**config.mk**
```make
export PLATFORM = sky130hd
export DESIGN_NAME = rsmap_top
export DESIGN_NICKNAME = d
export VERILOG_FILES = /design/src/include/rsmap_pkg.sv /design/src/rtl/rsmap_decode.sv /design/src/rtl/rsmap_coltab.sv /design/src/rtl/rsmap_top.sv
export SDC_FILE = /design/constraint.sdc
export NUM_CORES = 2
export LEC_CHECK = 0
export BUFFER_PORTS_ARGS = -buffer_cell sky130_fd_sc_hd__buf_2
export CORE_AREA = 4 4 419 421
export DETAILED_ROUTE_END_ITERATION = 8
export DIE_AREA = 0 0 423 425
export PLACE_DENSITY = 0.7
export REMOVE_ABC_BUFFERS = 1
export SETUP_SLACK_MARGIN = 0.3
export SYNTH_ARGS = -nofsm -noshare
export SYNTH_HDL_FRONTEND = slang
export SYNTH_HIERARCHICAL = 1
export SYNTH_SLANG_ARGS = --single-unit
```
**constraint.sdc**
```tcl
create_clock -name core_clk -period 4.4 [get_ports core_clk]
set_input_delay 1.1 -clock core_clk [delete_from_list [all_inputs] [get_ports core_clk]]
set_output_delay 1.1 -clock core_clk [all_outputs]
set_load 0.005 [all_outputs]
```
**src/include/rsmap_pkg.sv**
```systemverilog
// rsmap_pkg: offsets, reset values, carriers and lookup functions of the
// sensor configuration register map.
// assumes: one byte-wide internal register bus, all logic on core_clk.
`default_nettype none
package rsmap_pkg;
  // block ranges, decoded one group of sixteen at a time
  localparam int RSMAP_GROUP = 16;
  localparam logic [7:0] RSMAP_ANA_HI = 8'h2f;
  localparam logic [7:0] RSMAP_SIF_LO = 8'h40;
  localparam logic [7:0] RSMAP_SIF_HI = 8'h7f;
  localparam logic [7:0] RSMAP_COL_LO = 8'h80;
  localparam logic [7:0] RSMAP_COL_HI = 8'hbf;
  localparam int RSMAP_COL_DEPTH = 64;
  localparam logic [7:0] RSMAP_COL_RST = 8'h00;
  // analog block offsets
  localparam logic [7:0] RSMAP_COLOUR1_GAIN = 8'h00;
  localparam logic [7:0] RSMAP_COLOUR2_GAIN = 8'h01;
  localparam logic [7:0] RSMAP_COLOUR3_GAIN = 8'h02;
  localparam logic [7:0] RSMAP_COLOUR4_GAIN = 8'h03;
  localparam logic [7:0] RSMAP_TILE_CONFIG = 8'h05;
  localparam logic [7:0] RSMAP_TILE_ROW1_DEF = 8'h06;
  localparam logic [7:0] RSMAP_TILE_ROW2_DEF = 8'h07;
  localparam logic [7:0] RSMAP_TILE_ROW3_DEF = 8'h08;
  localparam logic [7:0] RSMAP_TILE_ROW4_DEF = 8'h09;
  localparam logic [7:0] RSMAP_NEG_REF_CODE = 8'h0a;
  localparam logic [7:0] RSMAP_POS_REF_CODE = 8'h0b;
  localparam logic [7:0] RSMAP_POWER_CONFIG = 8'h0c;
  localparam logic [7:0] RSMAP_RESET_CONTROL = 8'h0e;
  localparam logic [7:0] RSMAP_DEVICE_IDENT = 8'h0f;
  localparam logic [7:0] RSMAP_EXPOSURE_GAIN_A = 8'h10;
  localparam logic [7:0] RSMAP_OUTPUT_DRIVE_CONTROL = 8'h12;
  localparam logic [7:0] RSMAP_BIAS_GEN_CONTROL = 8'h13;
  localparam logic [7:0] RSMAP_COLUMN_DC_OFFSET = 8'h20;
  localparam logic [7:0] RSMAP_EXPOSURE_GAIN_B = 8'h21;
  localparam logic [7:0] RSMAP_GAIN_MODE_SELECT = 8'h22;
  localparam logic [7:0] RSMAP_GLOBAL_OFFSET = 8'h23;
  // sensor interface block offsets
  localparam logic [7:0] RSMAP_CAPTURE_CONTROL = 8'h40;
  localparam logic [7:0] RSMAP_SUBSAMPLE_CONTROL = 8'h41;
  localparam logic [7:0] RSMAP_SYNC_STROBE_CONTROL = 8'h42;
  localparam logic [7:0] RSMAP_WIN_ROW_PTR_HI = 8'h45;
  localparam logic [7:0] RSMAP_WIN_ROW_PTR_LO = 8'h46;
  localparam logic [7:0] RSMAP_WIN_ROW_DEPTH_HI = 8'h47;
  localparam logic [7:0] RSMAP_WIN_ROW_DEPTH_LO = 8'h48;
  localparam logic [7:0] RSMAP_WIN_COL_PTR_HI = 8'h49;
  localparam logic [7:0] RSMAP_WIN_COL_PTR_LO = 8'h4a;
  localparam logic [7:0] RSMAP_WIN_COL_WIDTH_HI = 8'h4b;
  localparam logic [7:0] RSMAP_WIN_COL_WIDTH_LO = 8'h4c;
  localparam logic [7:0] RSMAP_INTEG_TIME_HI = 8'h4e;
  localparam logic [7:0] RSMAP_INTEG_TIME_LO = 8'h4f;
  localparam logic [7:0] RSMAP_VFRAME_ROWS_HI = 8'h50;
  localparam logic [7:0] RSMAP_VFRAME_ROWS_LO = 8'h51;
  localparam logic [7:0] RSMAP_VFRAME_COLS_HI = 8'h52;
  localparam logic [7:0] RSMAP_VFRAME_COLS_LO = 8'h53;
  localparam logic [7:0] RSMAP_FRAME_START_DELAY = 8'h54;
  localparam logic [7:0] RSMAP_LINE_SYNC_DELAY = 8'h55;
  localparam logic [7:0] RSMAP_SYNC_PULSE_LENGTH = 8'h56;
  localparam logic [7:0] RSMAP_GRAY_READOUT_CONTROL = 8'h57;
  localparam logic [7:0] RSMAP_SIGNAL_SAMPLE_TIME = 8'h5f;
  localparam logic [7:0] RSMAP_RESET_SAMPLE_TIME = 8'h60;
  localparam logic [7:0] RSMAP_PIXEL_SYNC_DELAY = 8'h64;
  localparam logic [7:0] RSMAP_STREAM_SIGNAL_CONTROL = 8'h65;
  localparam logic [7:0] RSMAP_FRAME_RATE_CTRL = 8'h67;

  // carriers
  typedef logic [127:0][7:0] rsmap_bytes_t;
  typedef struct packed {
    logic wr;
    logic rd;
    logic [7:0] addr;
    logic [7:0] wdata;
  } rsmap_req_t;
  typedef struct packed {
    logic valid;
    logic [7:0] data;
  } rsmap_rsp_t;
  typedef struct packed {
    logic ana;
    logic sif;
    logic col;
  } rsmap_sel_t;

  // writable, readable storage below the column table
  function automatic logic rsmap_rw(input logic [7:0] a);
    return a inside {[RSMAP_COLOUR1_GAIN:RSMAP_COLOUR4_GAIN],
      [RSMAP_TILE_CONFIG:RSMAP_POWER_CONFIG], RSMAP_RESET_CONTROL,
      RSMAP_EXPOSURE_GAIN_A, RSMAP_OUTPUT_DRIVE_CONTROL, RSMAP_BIAS_GEN_CONTROL,
      [RSMAP_COLUMN_DC_OFFSET:RSMAP_GLOBAL_OFFSET],
      [RSMAP_CAPTURE_CONTROL:RSMAP_SYNC_STROBE_CONTROL],
      [RSMAP_WIN_ROW_PTR_HI:RSMAP_WIN_COL_WIDTH_LO],
      [RSMAP_INTEG_TIME_HI:RSMAP_GRAY_READOUT_CONTROL],
      RSMAP_SIGNAL_SAMPLE_TIME, RSMAP_RESET_SAMPLE_TIME,
      [RSMAP_PIXEL_SYNC_DELAY:RSMAP_STREAM_SIGNAL_CONTROL], RSMAP_FRAME_RATE_CTRL};
  endfunction

  // registers that reach the sensor interface only at frame boundaries
  function automatic logic rsmap_shadowed(input logic [7:0] a);
    return a inside {[RSMAP_COLOUR1_GAIN:RSMAP_COLOUR4_GAIN],
      RSMAP_EXPOSURE_GAIN_A, RSMAP_EXPOSURE_GAIN_B,
      [RSMAP_CAPTURE_CONTROL:RSMAP_SYNC_STROBE_CONTROL],
      [RSMAP_WIN_ROW_PTR_HI:RSMAP_WIN_COL_WIDTH_LO],
      [RSMAP_INTEG_TIME_HI:RSMAP_VFRAME_COLS_LO],
      RSMAP_SIGNAL_SAMPLE_TIME, RSMAP_RESET_SAMPLE_TIME,
      RSMAP_PIXEL_SYNC_DELAY};
  endfunction

  // reset value per location; anything unlisted resets to zero
  function automatic logic [7:0] rsmap_rst_val(input logic [7:0] a);
    unique case (a)
      RSMAP_COLOUR1_GAIN, RSMAP_COLOUR2_GAIN, RSMAP_COLOUR3_GAIN,
      RSMAP_COLOUR4_GAIN: return 8'h0e;
      RSMAP_TILE_CONFIG: return 8'h05;
      RSMAP_TILE_ROW1_DEF: return 8'h44;
      RSMAP_TILE_ROW2_DEF: return 8'hee;
      RSMAP_NEG_REF_CODE: return 8'h76;
      RSMAP_POS_REF_CODE: return 8'h80;
      RSMAP_EXPOSURE_GAIN_A, RSMAP_EXPOSURE_GAIN_B: return 8'h0e;
      RSMAP_OUTPUT_DRIVE_CONTROL: return 8'h03;
      RSMAP_CAPTURE_CONTROL: return 8'h2a;
      RSMAP_SUBSAMPLE_CONTROL: return 8'h10;
      RSMAP_SYNC_STROBE_CONTROL: return 8'h02;
      RSMAP_WIN_ROW_PTR_LO: return 8'h10;
      RSMAP_WIN_ROW_DEPTH_HI: return 8'h03;
      RSMAP_WIN_COL_PTR_LO: return 8'h08;
      RSMAP_WIN_COL_WIDTH_HI: return 8'h04;
      RSMAP_WIN_ROW_DEPTH_LO, RSMAP_WIN_COL_WIDTH_LO: return 8'hff;
      RSMAP_INTEG_TIME_HI: return 8'h04;
      RSMAP_INTEG_TIME_LO: return 8'hff;
      RSMAP_VFRAME_ROWS_HI: return 8'h04;
      RSMAP_VFRAME_ROWS_LO: return 8'h27;
      RSMAP_VFRAME_COLS_HI: return 8'h05;
      RSMAP_VFRAME_COLS_LO: return 8'h13;
      RSMAP_FRAME_START_DELAY: return 8'h4c;
      RSMAP_LINE_SYNC_DELAY: return 8'h02;
      RSMAP_SYNC_PULSE_LENGTH: return 8'h0e;
      RSMAP_GRAY_READOUT_CONTROL: return 8'h04;
      RSMAP_SIGNAL_SAMPLE_TIME, RSMAP_RESET_SAMPLE_TIME: return 8'h0a;
      RSMAP_PIXEL_SYNC_DELAY: return 8'h5c;
      RSMAP_FRAME_RATE_CTRL: return 8'h24;
      default: return 8'h00;
    endcase
  endfunction

  function automatic rsmap_bytes_t rsmap_rst_table();
    rsmap_bytes_t t;
    for (int i = 0; i < 128; i++) begin
      t[i] = rsmap_rst_val(8'(i));
    end
    return t;
  endfunction

  localparam rsmap_bytes_t RSMAP_LIVE_RST = rsmap_rst_table();
endpackage
`default_nettype wire

```
**src/rtl/rsmap_decode.sv**
```systemverilog
// rsmap_decode: picks the one block that answers an internal bus address.
// assumes: address is a plain byte from same-clock logic.
`default_nettype none
module rsmap_decode (
  // address in
  input wire logic [7:0] addr,
  // block select out
  output rsmap_pkg::rsmap_sel_t sel
);
  import rsmap_pkg::*;

  logic [3:0] group;

  // decode on the group nibble only, sixteen locations a group
  assign group = addr[7:4];
  assign sel.ana = (group <= RSMAP_ANA_HI[7:4]);
  assign sel.sif = (group >= RSMAP_SIF_LO[7:4]) && (group <= RSMAP_SIF_HI[7:4]);
  assign sel.col = (group >= RSMAP_COL_LO[7:4]) && (group <= RSMAP_COL_HI[7:4]);
endmodule
`default_nettype wire

```
**src/rtl/rsmap_coltab.sv**
```systemverilog
// rsmap_coltab: per-column offset coefficient table, one byte per entry.
// assumes: bus index and lookup index come from logic on core_clk.
`default_nettype none
module rsmap_coltab #(
  parameter int DEPTH = rsmap_pkg::RSMAP_COL_DEPTH
) (
  // clock and reset
  input wire logic core_clk,
  input wire logic resetn,
  // bus side
  input wire logic wr_en,
  input wire logic [$clog2(DEPTH)-1:0] bus_idx,
  input wire logic [7:0] wr_byte,
  output logic [7:0] rd_byte,
  // column correction side
  input wire logic [$clog2(DEPTH)-1:0] look_idx,
  output logic [7:0] look_byte
);
  import rsmap_pkg::*;

  typedef struct packed {
    logic [DEPTH-1:0][7:0] tab;
    logic [7:0] look;
  } rsmap_col_state_t;

  rsmap_col_state_t st_r;
  rsmap_col_state_t st_nxt;

  // bus write and registered lookup for the column correction
  always_comb begin
    st_nxt = st_r;
    if (wr_en) begin
      st_nxt.tab[bus_idx] = wr_byte;
    end
    st_nxt.look = st_r.tab[look_idx];
  end

  // every entry starts cleared
  always_ff @(posedge core_clk or negedge resetn) begin
    if (!resetn) begin
      st_r <= '{tab: {DEPTH{RSMAP_COL_RST}}, look: RSMAP_COL_RST};
    end else begin
      st_r <= st_nxt;
    end
  end

  assign rd_byte = st_r.tab[bus_idx];
  assign look_byte = st_r.look;
endmodule
`default_nettype wire

```
**src/rtl/rsmap_top.sv**
```systemverilog
// rsmap_top: configuration register bank of the image sensor, reached over
// the internal register bus that the serial slave drives.
// assumes: serial slave, frame timing and column logic all run on core_clk.
//
// Overview of operation
// - address space is decoded in groups of sixteen, at most one block per group.
// - 00-2F analog, 40-7F sensor interface, 80-BF column offset table.
// - only the selected block drives the internal control bus.
// - every register except ident 0F is bus read/write and visible to internal blocks.
// - shadowed registers reach the sensor interface only at frame boundary.
// - four colour gains at 00-03 reset to 0E, shadowed.
// - tile config 05 resets 05; tile rows 06-09 reset 44, EE, 00, 00.
// - negative reference 0A resets 76, positive reference 0B resets 80.
// - 0F is a read-only identification code; writes leave it alone.
// - exposure gains A at 10 and B at 21 reset 0E, shadowed.
// - power 0C, reset ctrl 0E, 20, 22, 23 reset to 00.
// - capture 40 resets 2A, subsample 41 10, sync strobe 42 02; shadowed.
// - window pointer and size pairs at 45-4C are shadowed, with defaults.
// - integration time pair 4E/4F resets 04/FF, shadowed.
// - virtual frame pairs 50/51 and 52/53 reset 04/27, 05/13, shadowed.
// - output timing 54-57 reset 4C, 02, 0E, 04, not shadowed.
// - sample times 5F, 60 reset 0A; pixel sync delay 64 resets 5C.
// - drive 12 resets 03, bias 13 00, stream 65 00, frame rate 67 24.
// - column offset table 80-BF, one byte per entry, resets to 00.
`default_nettype none
module rsmap_top #(
  // identification byte; value arbitrary
  parameter logic [7:0] DEVICE_IDENT = 8'h3c
) (
  // clock and reset
  input wire logic core_clk,
  input wire logic resetn,
  // internal register bus from the serial slave
  input wire rsmap_pkg::rsmap_req_t reg_req,
  output logic [$bits(rsmap_pkg::rsmap_rsp_t)-1:0] reg_rsp,
  output logic [2:0] bus_drv,
  // frame timing
  input wire logic frame_boundary,
  // configuration seen by analog and sensor interface logic
  output logic [1023:0] cfg_bytes,
  // column correction lookup
  input wire logic [5:0] col_look_idx,
  output logic [7:0] col_look_byte
);
  import rsmap_pkg::*;

  typedef struct packed {
    rsmap_bytes_t live;
    rsmap_bytes_t shad;
    rsmap_rsp_t rsp;
    rsmap_sel_t drv;
  } rsmap_state_t;

  localparam rsmap_state_t RSMAP_STATE_RST = '{
    live: RSMAP_LIVE_RST,
    shad: RSMAP_LIVE_RST,
    rsp: '0,
    drv: '0
  };

  rsmap_state_t st_r;
  rsmap_state_t st_nxt;
  rsmap_sel_t sel;
  rsmap_bytes_t cfg;
  logic [7:0] col_rd_byte;
  logic col_wr;
  logic [6:0] idx;

  // block select from the group nibble
  rsmap_decode u_decode (
    .addr(reg_req.addr),
    .sel(sel)
  );

  // column table lives in its own block with its own storage
  assign col_wr = reg_req.wr && sel.col;
  rsmap_coltab #(
    .DEPTH(RSMAP_COL_DEPTH)
  ) u_coltab (
    .core_clk(core_clk),
    .resetn(resetn),
    .wr_en(col_wr),
    .bus_idx(reg_req.addr[5:0]),
    .wr_byte(reg_req.wdata),
    .rd_byte(col_rd_byte),
    .look_idx(col_look_idx),
    .look_byte(col_look_byte)
  );

  assign idx = reg_req.addr[6:0];

  // bus access, shadow transfer and read answer
  always_comb begin
    st_nxt = st_r;
    st_nxt.rsp.valid = reg_req.rd;
    st_nxt.rsp.data = '0;
    st_nxt.drv = '0;
    // only one block owns the answer; the others stay off the bus
    if (reg_req.rd) begin
      st_nxt.drv = sel;
      if (sel.col) begin
        st_nxt.rsp.data = col_rd_byte;
      end else if (sel.ana && reg_req.addr == RSMAP_DEVICE_IDENT) begin
        st_nxt.rsp.data = DEVICE_IDENT;
      end else if ((sel.ana || sel.sif) && rsmap_rw(reg_req.addr)) begin
        st_nxt.rsp.data = st_r.live[idx];
      end
    end
    // unmapped and ident locations simply drop the write
    if (reg_req.wr && (sel.ana || sel.sif) && rsmap_rw(reg_req.addr)) begin
      st_nxt.live[idx] = reg_req.wdata;
    end
    // whole shadow set moves at once so byte pairs never tear;
    // a write in the boundary cycle itself waits for the next frame
    if (frame_boundary) begin
      for (int i = 0; i < 128; i++) begin
        if (rsmap_shadowed(8'(i))) begin
          st_nxt.shad[i] = st_r.live[i];
        end
      end
    end
  end

  // single state register for the whole bank outside the column table
  always_ff @(posedge core_clk or negedge resetn) begin
    if (!resetn) begin
      st_r <= RSMAP_STATE_RST;
    end else begin
      st_r <= st_nxt;
    end
  end

  // internal view: shadowed bytes from the frame copy, others live
  for (genvar g = 0; g < 128; g++) begin : g_cfg
    assign cfg[g] = rsmap_shadowed(8'(g)) ? st_r.shad[g] : st_r.live[g];
  end

  assign cfg_bytes = cfg;
  assign reg_rsp = st_r.rsp;
  assign bus_drv = st_r.drv;

  // checks on the bank's own behaviour
  AST_UNMAPPED_ZERO: assert property (@(posedge core_clk) disable iff (!resetn)
    reg_req.rd && (reg_req.addr[7:4] == 4'h3 || reg_req.addr >= 8'hc0 ||
      reg_req.addr == 8'h0d || reg_req.addr == 8'h61)
    |=> st_r.rsp.valid && st_r.rsp.data == 8'h00)
    else $error("unmapped location did not read zero");

  AST_GROUP_NO_DRIVER: assert property (@(posedge core_clk) disable iff (!resetn)
    reg_req.rd && (reg_req.addr[7:4] == 4'h3 || reg_req.addr[7:6] == 2'b11)
    |=> bus_drv == 3'b000)
    else $error("a block drove the bus in an unassigned group");

  AST_ONE_DRIVER: assert property (@(posedge core_clk) disable iff (!resetn)
    $onehot0(bus_drv) && (st_r.rsp.valid || bus_drv == 3'b000))
    else $error("more than one block drove the control bus");

  AST_SIF_DECODE: assert property (@(posedge core_clk) disable iff (!resetn)
    reg_req.rd && reg_req.addr >= RSMAP_SIF_LO && reg_req.addr <= RSMAP_SIF_HI
    |=> st_r.drv.sif && !st_r.drv.ana && !st_r.drv.col)
    else $error("sensor interface range not decoded to its block");

  AST_COL_DECODE: assert property (@(posedge core_clk) disable iff (!resetn)
    reg_req.rd && reg_req.addr >= RSMAP_COL_LO && reg_req.addr <= RSMAP_COL_HI
    |=> st_r.drv.col && !st_r.drv.sif)
    else $error("column table range not decoded to its block");

  AST_IDENT_RO: assert property (@(posedge core_clk) disable iff (!resetn)
    reg_req.wr && reg_req.addr == RSMAP_DEVICE_IDENT ##1
      reg_req.rd && reg_req.addr == RSMAP_DEVICE_IDENT
    |=> st_r.rsp.data == DEVICE_IDENT)
    else $error("identification code changed by a write");

  AST_WRITE_READBACK: assert property (@(posedge core_clk) disable iff (!resetn)
    reg_req.wr && reg_req.addr == RSMAP_TILE_CONFIG ##1
      !reg_req.wr && reg_req.rd && reg_req.addr == RSMAP_TILE_CONFIG
    |=> st_r.rsp.valid && st_r.rsp.data == $past(reg_req.wdata, 2))
    else $error("register read back differs from last write");

  AST_UNSHADOWED_LIVE: assert property (@(posedge core_clk) disable iff (!resetn)
    reg_req.wr && reg_req.addr == RSMAP_TILE_ROW1_DEF
    |=> cfg[RSMAP_TILE_ROW1_DEF] == $past(reg_req.wdata))
    else $error("unshadowed register not visible the cycle after write");

  AST_SHADOW_HOLD: assert property (@(posedge core_clk) disable iff (!resetn)
    reg_req.wr && reg_req.addr == RSMAP_COLOUR1_GAIN && !frame_boundary
    ##1 !frame_boundary[*3]
    |-> $stable(cfg[RSMAP_COLOUR1_GAIN]))
    else $error("shadowed gain changed inside a frame");

  AST_PAIR_LOAD: assert property (@(posedge core_clk) disable iff (!resetn)
    frame_boundary
    |=> cfg[RSMAP_INTEG_TIME_HI] == $past(st_r.live[RSMAP_INTEG_TIME_HI]) &&
        cfg[RSMAP_INTEG_TIME_LO] == $past(st_r.live[RSMAP_INTEG_TIME_LO]) &&
        cfg[RSMAP_WIN_ROW_PTR_HI] == $past(st_r.live[RSMAP_WIN_ROW_PTR_HI]) &&
        cfg[RSMAP_WIN_ROW_PTR_LO] == $past(st_r.live[RSMAP_WIN_ROW_PTR_LO]))
    else $error("shadowed pair not loaded together at frame boundary");

  AST_RESET_DEFAULTS: assert property (@(posedge core_clk) disable iff (!resetn)
    !$past(resetn)
    |-> cfg[RSMAP_CAPTURE_CONTROL] == 8'h2a && cfg[RSMAP_COLOUR1_GAIN] == 8'h0e &&
        cfg[RSMAP_WIN_COL_WIDTH_HI] == 8'h04 && cfg[RSMAP_FRAME_RATE_CTRL] == 8'h24)
    else $error("register default wrong after reset");

  AST_COL_READBACK: assert property (@(posedge core_clk) disable iff (!resetn)
    reg_req.wr && reg_req.addr == 8'h85 ##1
      !reg_req.wr && reg_req.rd && reg_req.addr == 8'h85
    |=> st_r.rsp.data == $past(reg_req.wdata, 2))
    else $error("column table entry did not read back");

  AST_READ_LATENCY: assert property (@(posedge core_clk) disable iff (!resetn)
    reg_req.rd |=> st_r.rsp.valid ##1 ($past(reg_req.rd) == st_r.rsp.valid))
    else $error("read answer not exactly one cycle after request");

  COV_SHADOW_UPDATE: cover property (@(posedge core_clk) disable iff (!resetn)
    reg_req.wr && reg_req.addr == RSMAP_INTEG_TIME_HI ##[1:20] frame_boundary);

  COV_COL_READ: cover property (@(posedge core_clk) disable iff (!resetn)
    reg_req.rd && sel.col ##1 st_r.rsp.data != 8'h00);

  COV_IDENT_READ: cover property (@(posedge core_clk) disable iff (!resetn)
    reg_req.rd && reg_req.addr == RSMAP_DEVICE_IDENT);

  COV_WRITE_AT_BOUNDARY: cover property (@(posedge core_clk) disable iff (!resetn)
    reg_req.wr && frame_boundary && rsmap_shadowed(reg_req.addr));
endmodule
`default_nettype wire

```
* Yosys cells after proc, flatten, opt, wreduce, memory -nomap -nowiden
Index checks and enable logic that the tools add are counted.
** Word-level totals
- Register bits :: 1764
- Input bits :: 27
- Output and inout bits :: 1044
- Logic and storage cells :: 290
** Operators by class
- Magnitude comparators :: 24
- Eq/ne operators :: 8
- Muxes and demuxes :: 16
- Reduce and logical (&&, ||, !) cells :: 18
** Operator list (count)
- $bwmux 1024 :: 1
- $bwmux 512 :: 1
- $bmux 8 s6 :: 2
- $mux 8 :: 8
- $bmux 8 s7 :: 1
- $demux 8 s7 :: 1
- $demux 8 s6 :: 1
- $ge 8x7->1 const B :: 4
- $le 8x7->1 const B :: 4
- $eq 8x5->1 const B :: 3
- $eq 8x7->1 const B :: 3
- $eq 8x4->1 const B :: 2
- $logic_and 1x1->1 :: 16
- $lt 6x7->1 const B :: 2
- $reduce_bool 14->1 :: 1
- $mux 11 :: 1
- $ge 8x1->1 const B :: 1
- $ge 8x3->1 const B :: 1
- $ge 8x6->1 const B :: 1
- $le 8x2->1 const B :: 1
- $le 8x4->1 const B :: 1
- $le 8x6->1 const B :: 1
- $lt 7x8->1 const B :: 1
- $ge 7x1->1 const B :: 1
- other kinds (7) :: 7

* Depth between registers and ports, before layout
- Word-level depth :: 8
- Depth in mapped cells :: 14
- Depth with buffers taken out :: 10

* Modules after synthesis
Netlist, hierarchy kept.
** Modules (own cells, without submodules)
- rsmap_top :: times used 1, cells each 4572, area an instance 57203.6 um^2, seq. area each 31342.6 um^2
- rsmap_coltab :: times used 1, cells each 2022, area an instance 27926.8 um^2, seq. area each 13012.5 um^2
- rsmap_decode :: times used 1, cells each 3, area an instance 25.0 um^2, seq. area each 0.0 um^2

* Worst setup path after synthesis
OpenSTA, ideal clock, no wires.
- Path kind :: in2reg
- Start point :: in reg_req[10] in the netlist's numbering
- End point :: reg st_r (netlist bit cfg_bytes[152])
- Library setup time :: 0.125 ns
- Data arrival time :: 3.451 ns
- Data required time :: 4.275 ns
- Slack :: 0.825 ns
- Stages on the path :: 9
- Path buffers :: 3
- Cells stage by stage :: buf_2 > or3_1 > a2111oi_0 > or3_1 > o31ai_1 > buf_6 > buf_6 > nor4_4 > mux2_2
** On the way
- Longest elaborated chain between the ends :: 5
** Ends and longest elaborated chain
- start: declaration :: RTL line rsmap_top.sv:34 : input wire rsmap_pkg::rsmap_req_t reg_req,
- $lt 7x8->1 (implied by the code) or $ge 7x1->1 (tied branches) :: RTL line rsmap_top.sv:111 : st_nxt.live[idx] = reg_req.wdata;
- $logic_and 1x1->1 (implied by the code) :: RTL line rsmap_top.sv:111
- $mux 8 (implied by the code) :: RTL line rsmap_top.sv:111
- $demux 8 s7 :: RTL line rsmap_top.sv:111
- $bwmux 1024 :: RTL line rsmap_top.sv:111
- end signal: assignment :: RTL line rsmap_top.sv:129 : st_r <= st_nxt;
- end: declaration :: RTL line rsmap_top.sv:61 : rsmap_state_t st_r;
Several ways; a longest one is shown, not always the timed one.
A chain may end at the register's enable or synchronous reset.

==> metrics.cfg <==
[synthesis]
yosys.cell_count.top_type = dfrtp_1
netlist_top_cells_area = dfrtp_1 (47%), mux2_2 (16%), buf_4 (9.3%)
syn_area_sq_um = 85160
yosys_warnings = 6
synth_commonest_cells = dfrtp_1 (1594), mux2_2 (1175), buf_4 (1060)
synth_edf_count = 0
ys.flop_type = dfrtp_1
yosysSeqAreaShare_pct = 52.09
synth_top_area_cell = dfrtp_1
synth.top_cell.area_share_pct = 46.84
synth_cell_types = 72
yosys_register_bits = 1764
syn_inst = 6597
ys_async_sr_fraction_pct = 100.0
synth.avg_cell_area_sq_um = 12.91

[timing]
rsz0062_at_grt = false
period_needed_ps = 3830
finalSetupViolCount = 0
hold_viol = 0
worst_slew_pin_slew_ps = 1474
fin_crit_sh_pct = 87.05
max-slew-margin-rel_pct = 1.759
slew_violations = 0
max_freq_mhz = 261.1
finalSetupTns_ps = 0
fin_skew_ps = 86.58

[critical_path]
crit_arrival_ps = 4570
cp.required_ps = 5140
cp_max_fo = 47
slowest_stage = mux2i_1
setup.worst_path.end_class = register
crit_type = in -> reg
cpPeakStageDelay_ps = 930
path_cells = buf_8, buf_12, mux4_2, mux2i_1, o21ai_0, a22oi_1, a31oi_1, buf_4, nand2_1, a211oi_1
crit_path_start_kind = input pin

[run]
maxCapViolCount = 0

[worst_hold_path]
hp-class = in -> async

[power_and_ir_drop]
p_sw_w = 0.009098
total_power_w = 0.03607
p_int_w = 0.02698
ir_worst_vdd_v = 0.0003320
leakagePower_nw = 46.97
seqPwrFrac_pct = 46.5
pwr-share-comb_pct = 8.0
clkPwrFrac_pct = 45.4
p_sw_share_pct = 25.22
power_density_nw_per_um2 = 390.6

[status]
status = completed

[clocking]
clk_latency_ps = 870
cts_buffers = 184
cts_tree = yes
cts.htree.levels = 4
cts.sinks = 1764
hold_buffers = 0
root_buffer = clkbuf_16
path_clk_slew_ps = 60
cts_resized = 0
cts.path.max_buffers = 3
postCtsSetupBuffers = 0

[layout]
regArea_sq_um = 44360
final_cells = 8729
area_delta_synth_final_pct = 8.456
utilization_pct = 53.90
drive_gt1_share_pct = 55.63
fill_cells = 14120
nets = 6274
multi_input_area_sq_um = 28880

[die]
core_sq_um = 171400
die_w_um = 423
design.die.area_sq_um = 179800
die-height_um = 425
start_util_pct = 49.70
pin_count = 1071
rows = 152

[detailed_routing]
post_drt_wl_per_cell_um = 36.66
drt_wl_total_mm = 320.0
antenna_left = 0
viasPerCell = 6.177
dr_total_vias = 53920
firstDrtPassIters = 6
drt_iter0_drc = 6213
drc = 0

[grt]
grt_start_max_net_pins = 194
antenna_found_initial = 17
grt_pass1_wl_mm = 442.5
grt_pass1_vias = 54530
overflow = 0
track_usage_pct = 34.90

[placement]
portBuffers = 1070
place_inst = 8371
place_hpwl_mm = 235.4
gp_congestion = 1.025

[layout make-up]
class	count	share of cell area, %
inverters	12	0.05013
multi-input cells	2746	31.27
flip-flops and latches	1764	48.03
clock inverters	69	0.9957
well taps	2310	3.129
clock buffers	275	5.914
repair buffers	1539	10.58
diodes	14	0.03793
[per-layer routing]
layer / share of wire [%] / track usage [%]
met5: 0.0041 / 0
met2: 44 / 51.48
met4: 8.5 / 23.76
met3: 11 / 11.38
met1: 37 / 43.88
[worst max-delay path: cells and delay by family]
family                 cells  cell delay (ps)
and+or+nand+nor            1               60
AOI/OAI and AO/OA          4             1100
buffers and inverters      3              730
muxes                      2             1520
[power by group through the flow]
stage / Combinational (W) / Sequential [W] / Clock (W)
5_1_grt: 0.00301 / 0.0168 / 0.0173
3_5_place_dp: 0.00285 / 0.0171 / 0
2_1_floorplan: 0.00101 / 0.0170 / 0
6_report: 0.00290 / 0.0168 / 0.0164
4_1_cts: 0.00286 / 0.0168 / 0.0165
3_3_place_gp: 0.00282 / 0.0170 / 0
[final timing paths]
path                       cells after the start             end      startpoint  slack, ps
max                                           10      reg_rsp[4]      reg_req[8]        570
max reg2reg                                    8      reg_rsp[4]  cfg_bytes[284]       1090
min reg2reg                                    0  cfg_bytes[441]  cfg_bytes[441]        370
min in group core_clk                          0  cfg_bytes[441]  cfg_bytes[441]        370
min                                            1  cfg_bytes[953]          resetn        110
max in group asynchronous                      2  cfg_bytes[863]          resetn       2770
[layout by cell type (no fill, tap or decap), drive strengths merged, types with 7 or more instances in the layout]
| master | count |
|---|---|
| a31oi | 26 |
| nand4 | 10 |
| nor3 | 16 |
| nor2 | 120 |
| o211ai | 16 |
| o21ai | 84 |
| a22o | 14 |
| or4 | 12 |
| nand2b | 15 |
| diode | 14 |
| a211o | 7 |
| o2111ai | 7 |
| bufinv | 13 |
| inv | 18 |
| a221oi | 52 |
| clkbuf | 275 |
| dfrtp | 1594 |
| mux2i | 195 |
| clkinv | 43 |
| mux2 | 1195 |
| clkinvlp | 7 |
| nand3b | 7 |
| buf | 1539 |
| a22oi | 62 |
| nand2 | 118 |
| dfstp | 170 |
| a21oi | 85 |
| o221ai | 59 |
| or2 | 9 |
| a221o | 8 |
| or3 | 11 |
| nor2b | 35 |
| and2 | 12 |
| nand3 | 33 |
| o22a | 10 |
| nor4 | 28 |
| o22ai | 125 |
| mux4 | 283 |
| a211oi | 32 |
[state kept, by name (all words and copies together), names as in the netlist]
signal / cells
u_coltab/look_byte: 8
bus_drv: 3
u_coltab/st_r: 512
cfg_bytes: 1024
st_r: 208
reg_rsp: 9
[stage by stage]
| step | hold slack [ps] | instance area [sq um] | setup slack (ps) |
|---|---|---|---|
| 6_report | 111.4 | 92360 | 569.7 |
| 5_1_grt | 102.1 | 92350 | 769.8 |
| 4_1_cts | 102.7 | 92320 | 747.6 |
| 3_5_place_dp | 360.4 | 85940 | -154.6 |
| 3_3_place_gp | 359.7 | 85940 | -146.0 |
| 2_1_floorplan | 375.7 | 73200 | -4321 |
[kinds of logic (layout without fill, tap and decap cells)]
group / count (synthesis) / in the layout / synth area share, %
compound gates: 630 / 630 / 5.150
buf+inv: 2087 / 1895 / 14.10
flops: 1764 / 1764 / 52.09
mux: 1673 / 1673 / 25.58
other cells: 0 / 14 / 0
simple gates: 443 / 443 / 3.089
Power figures use the tool's default switching activity.
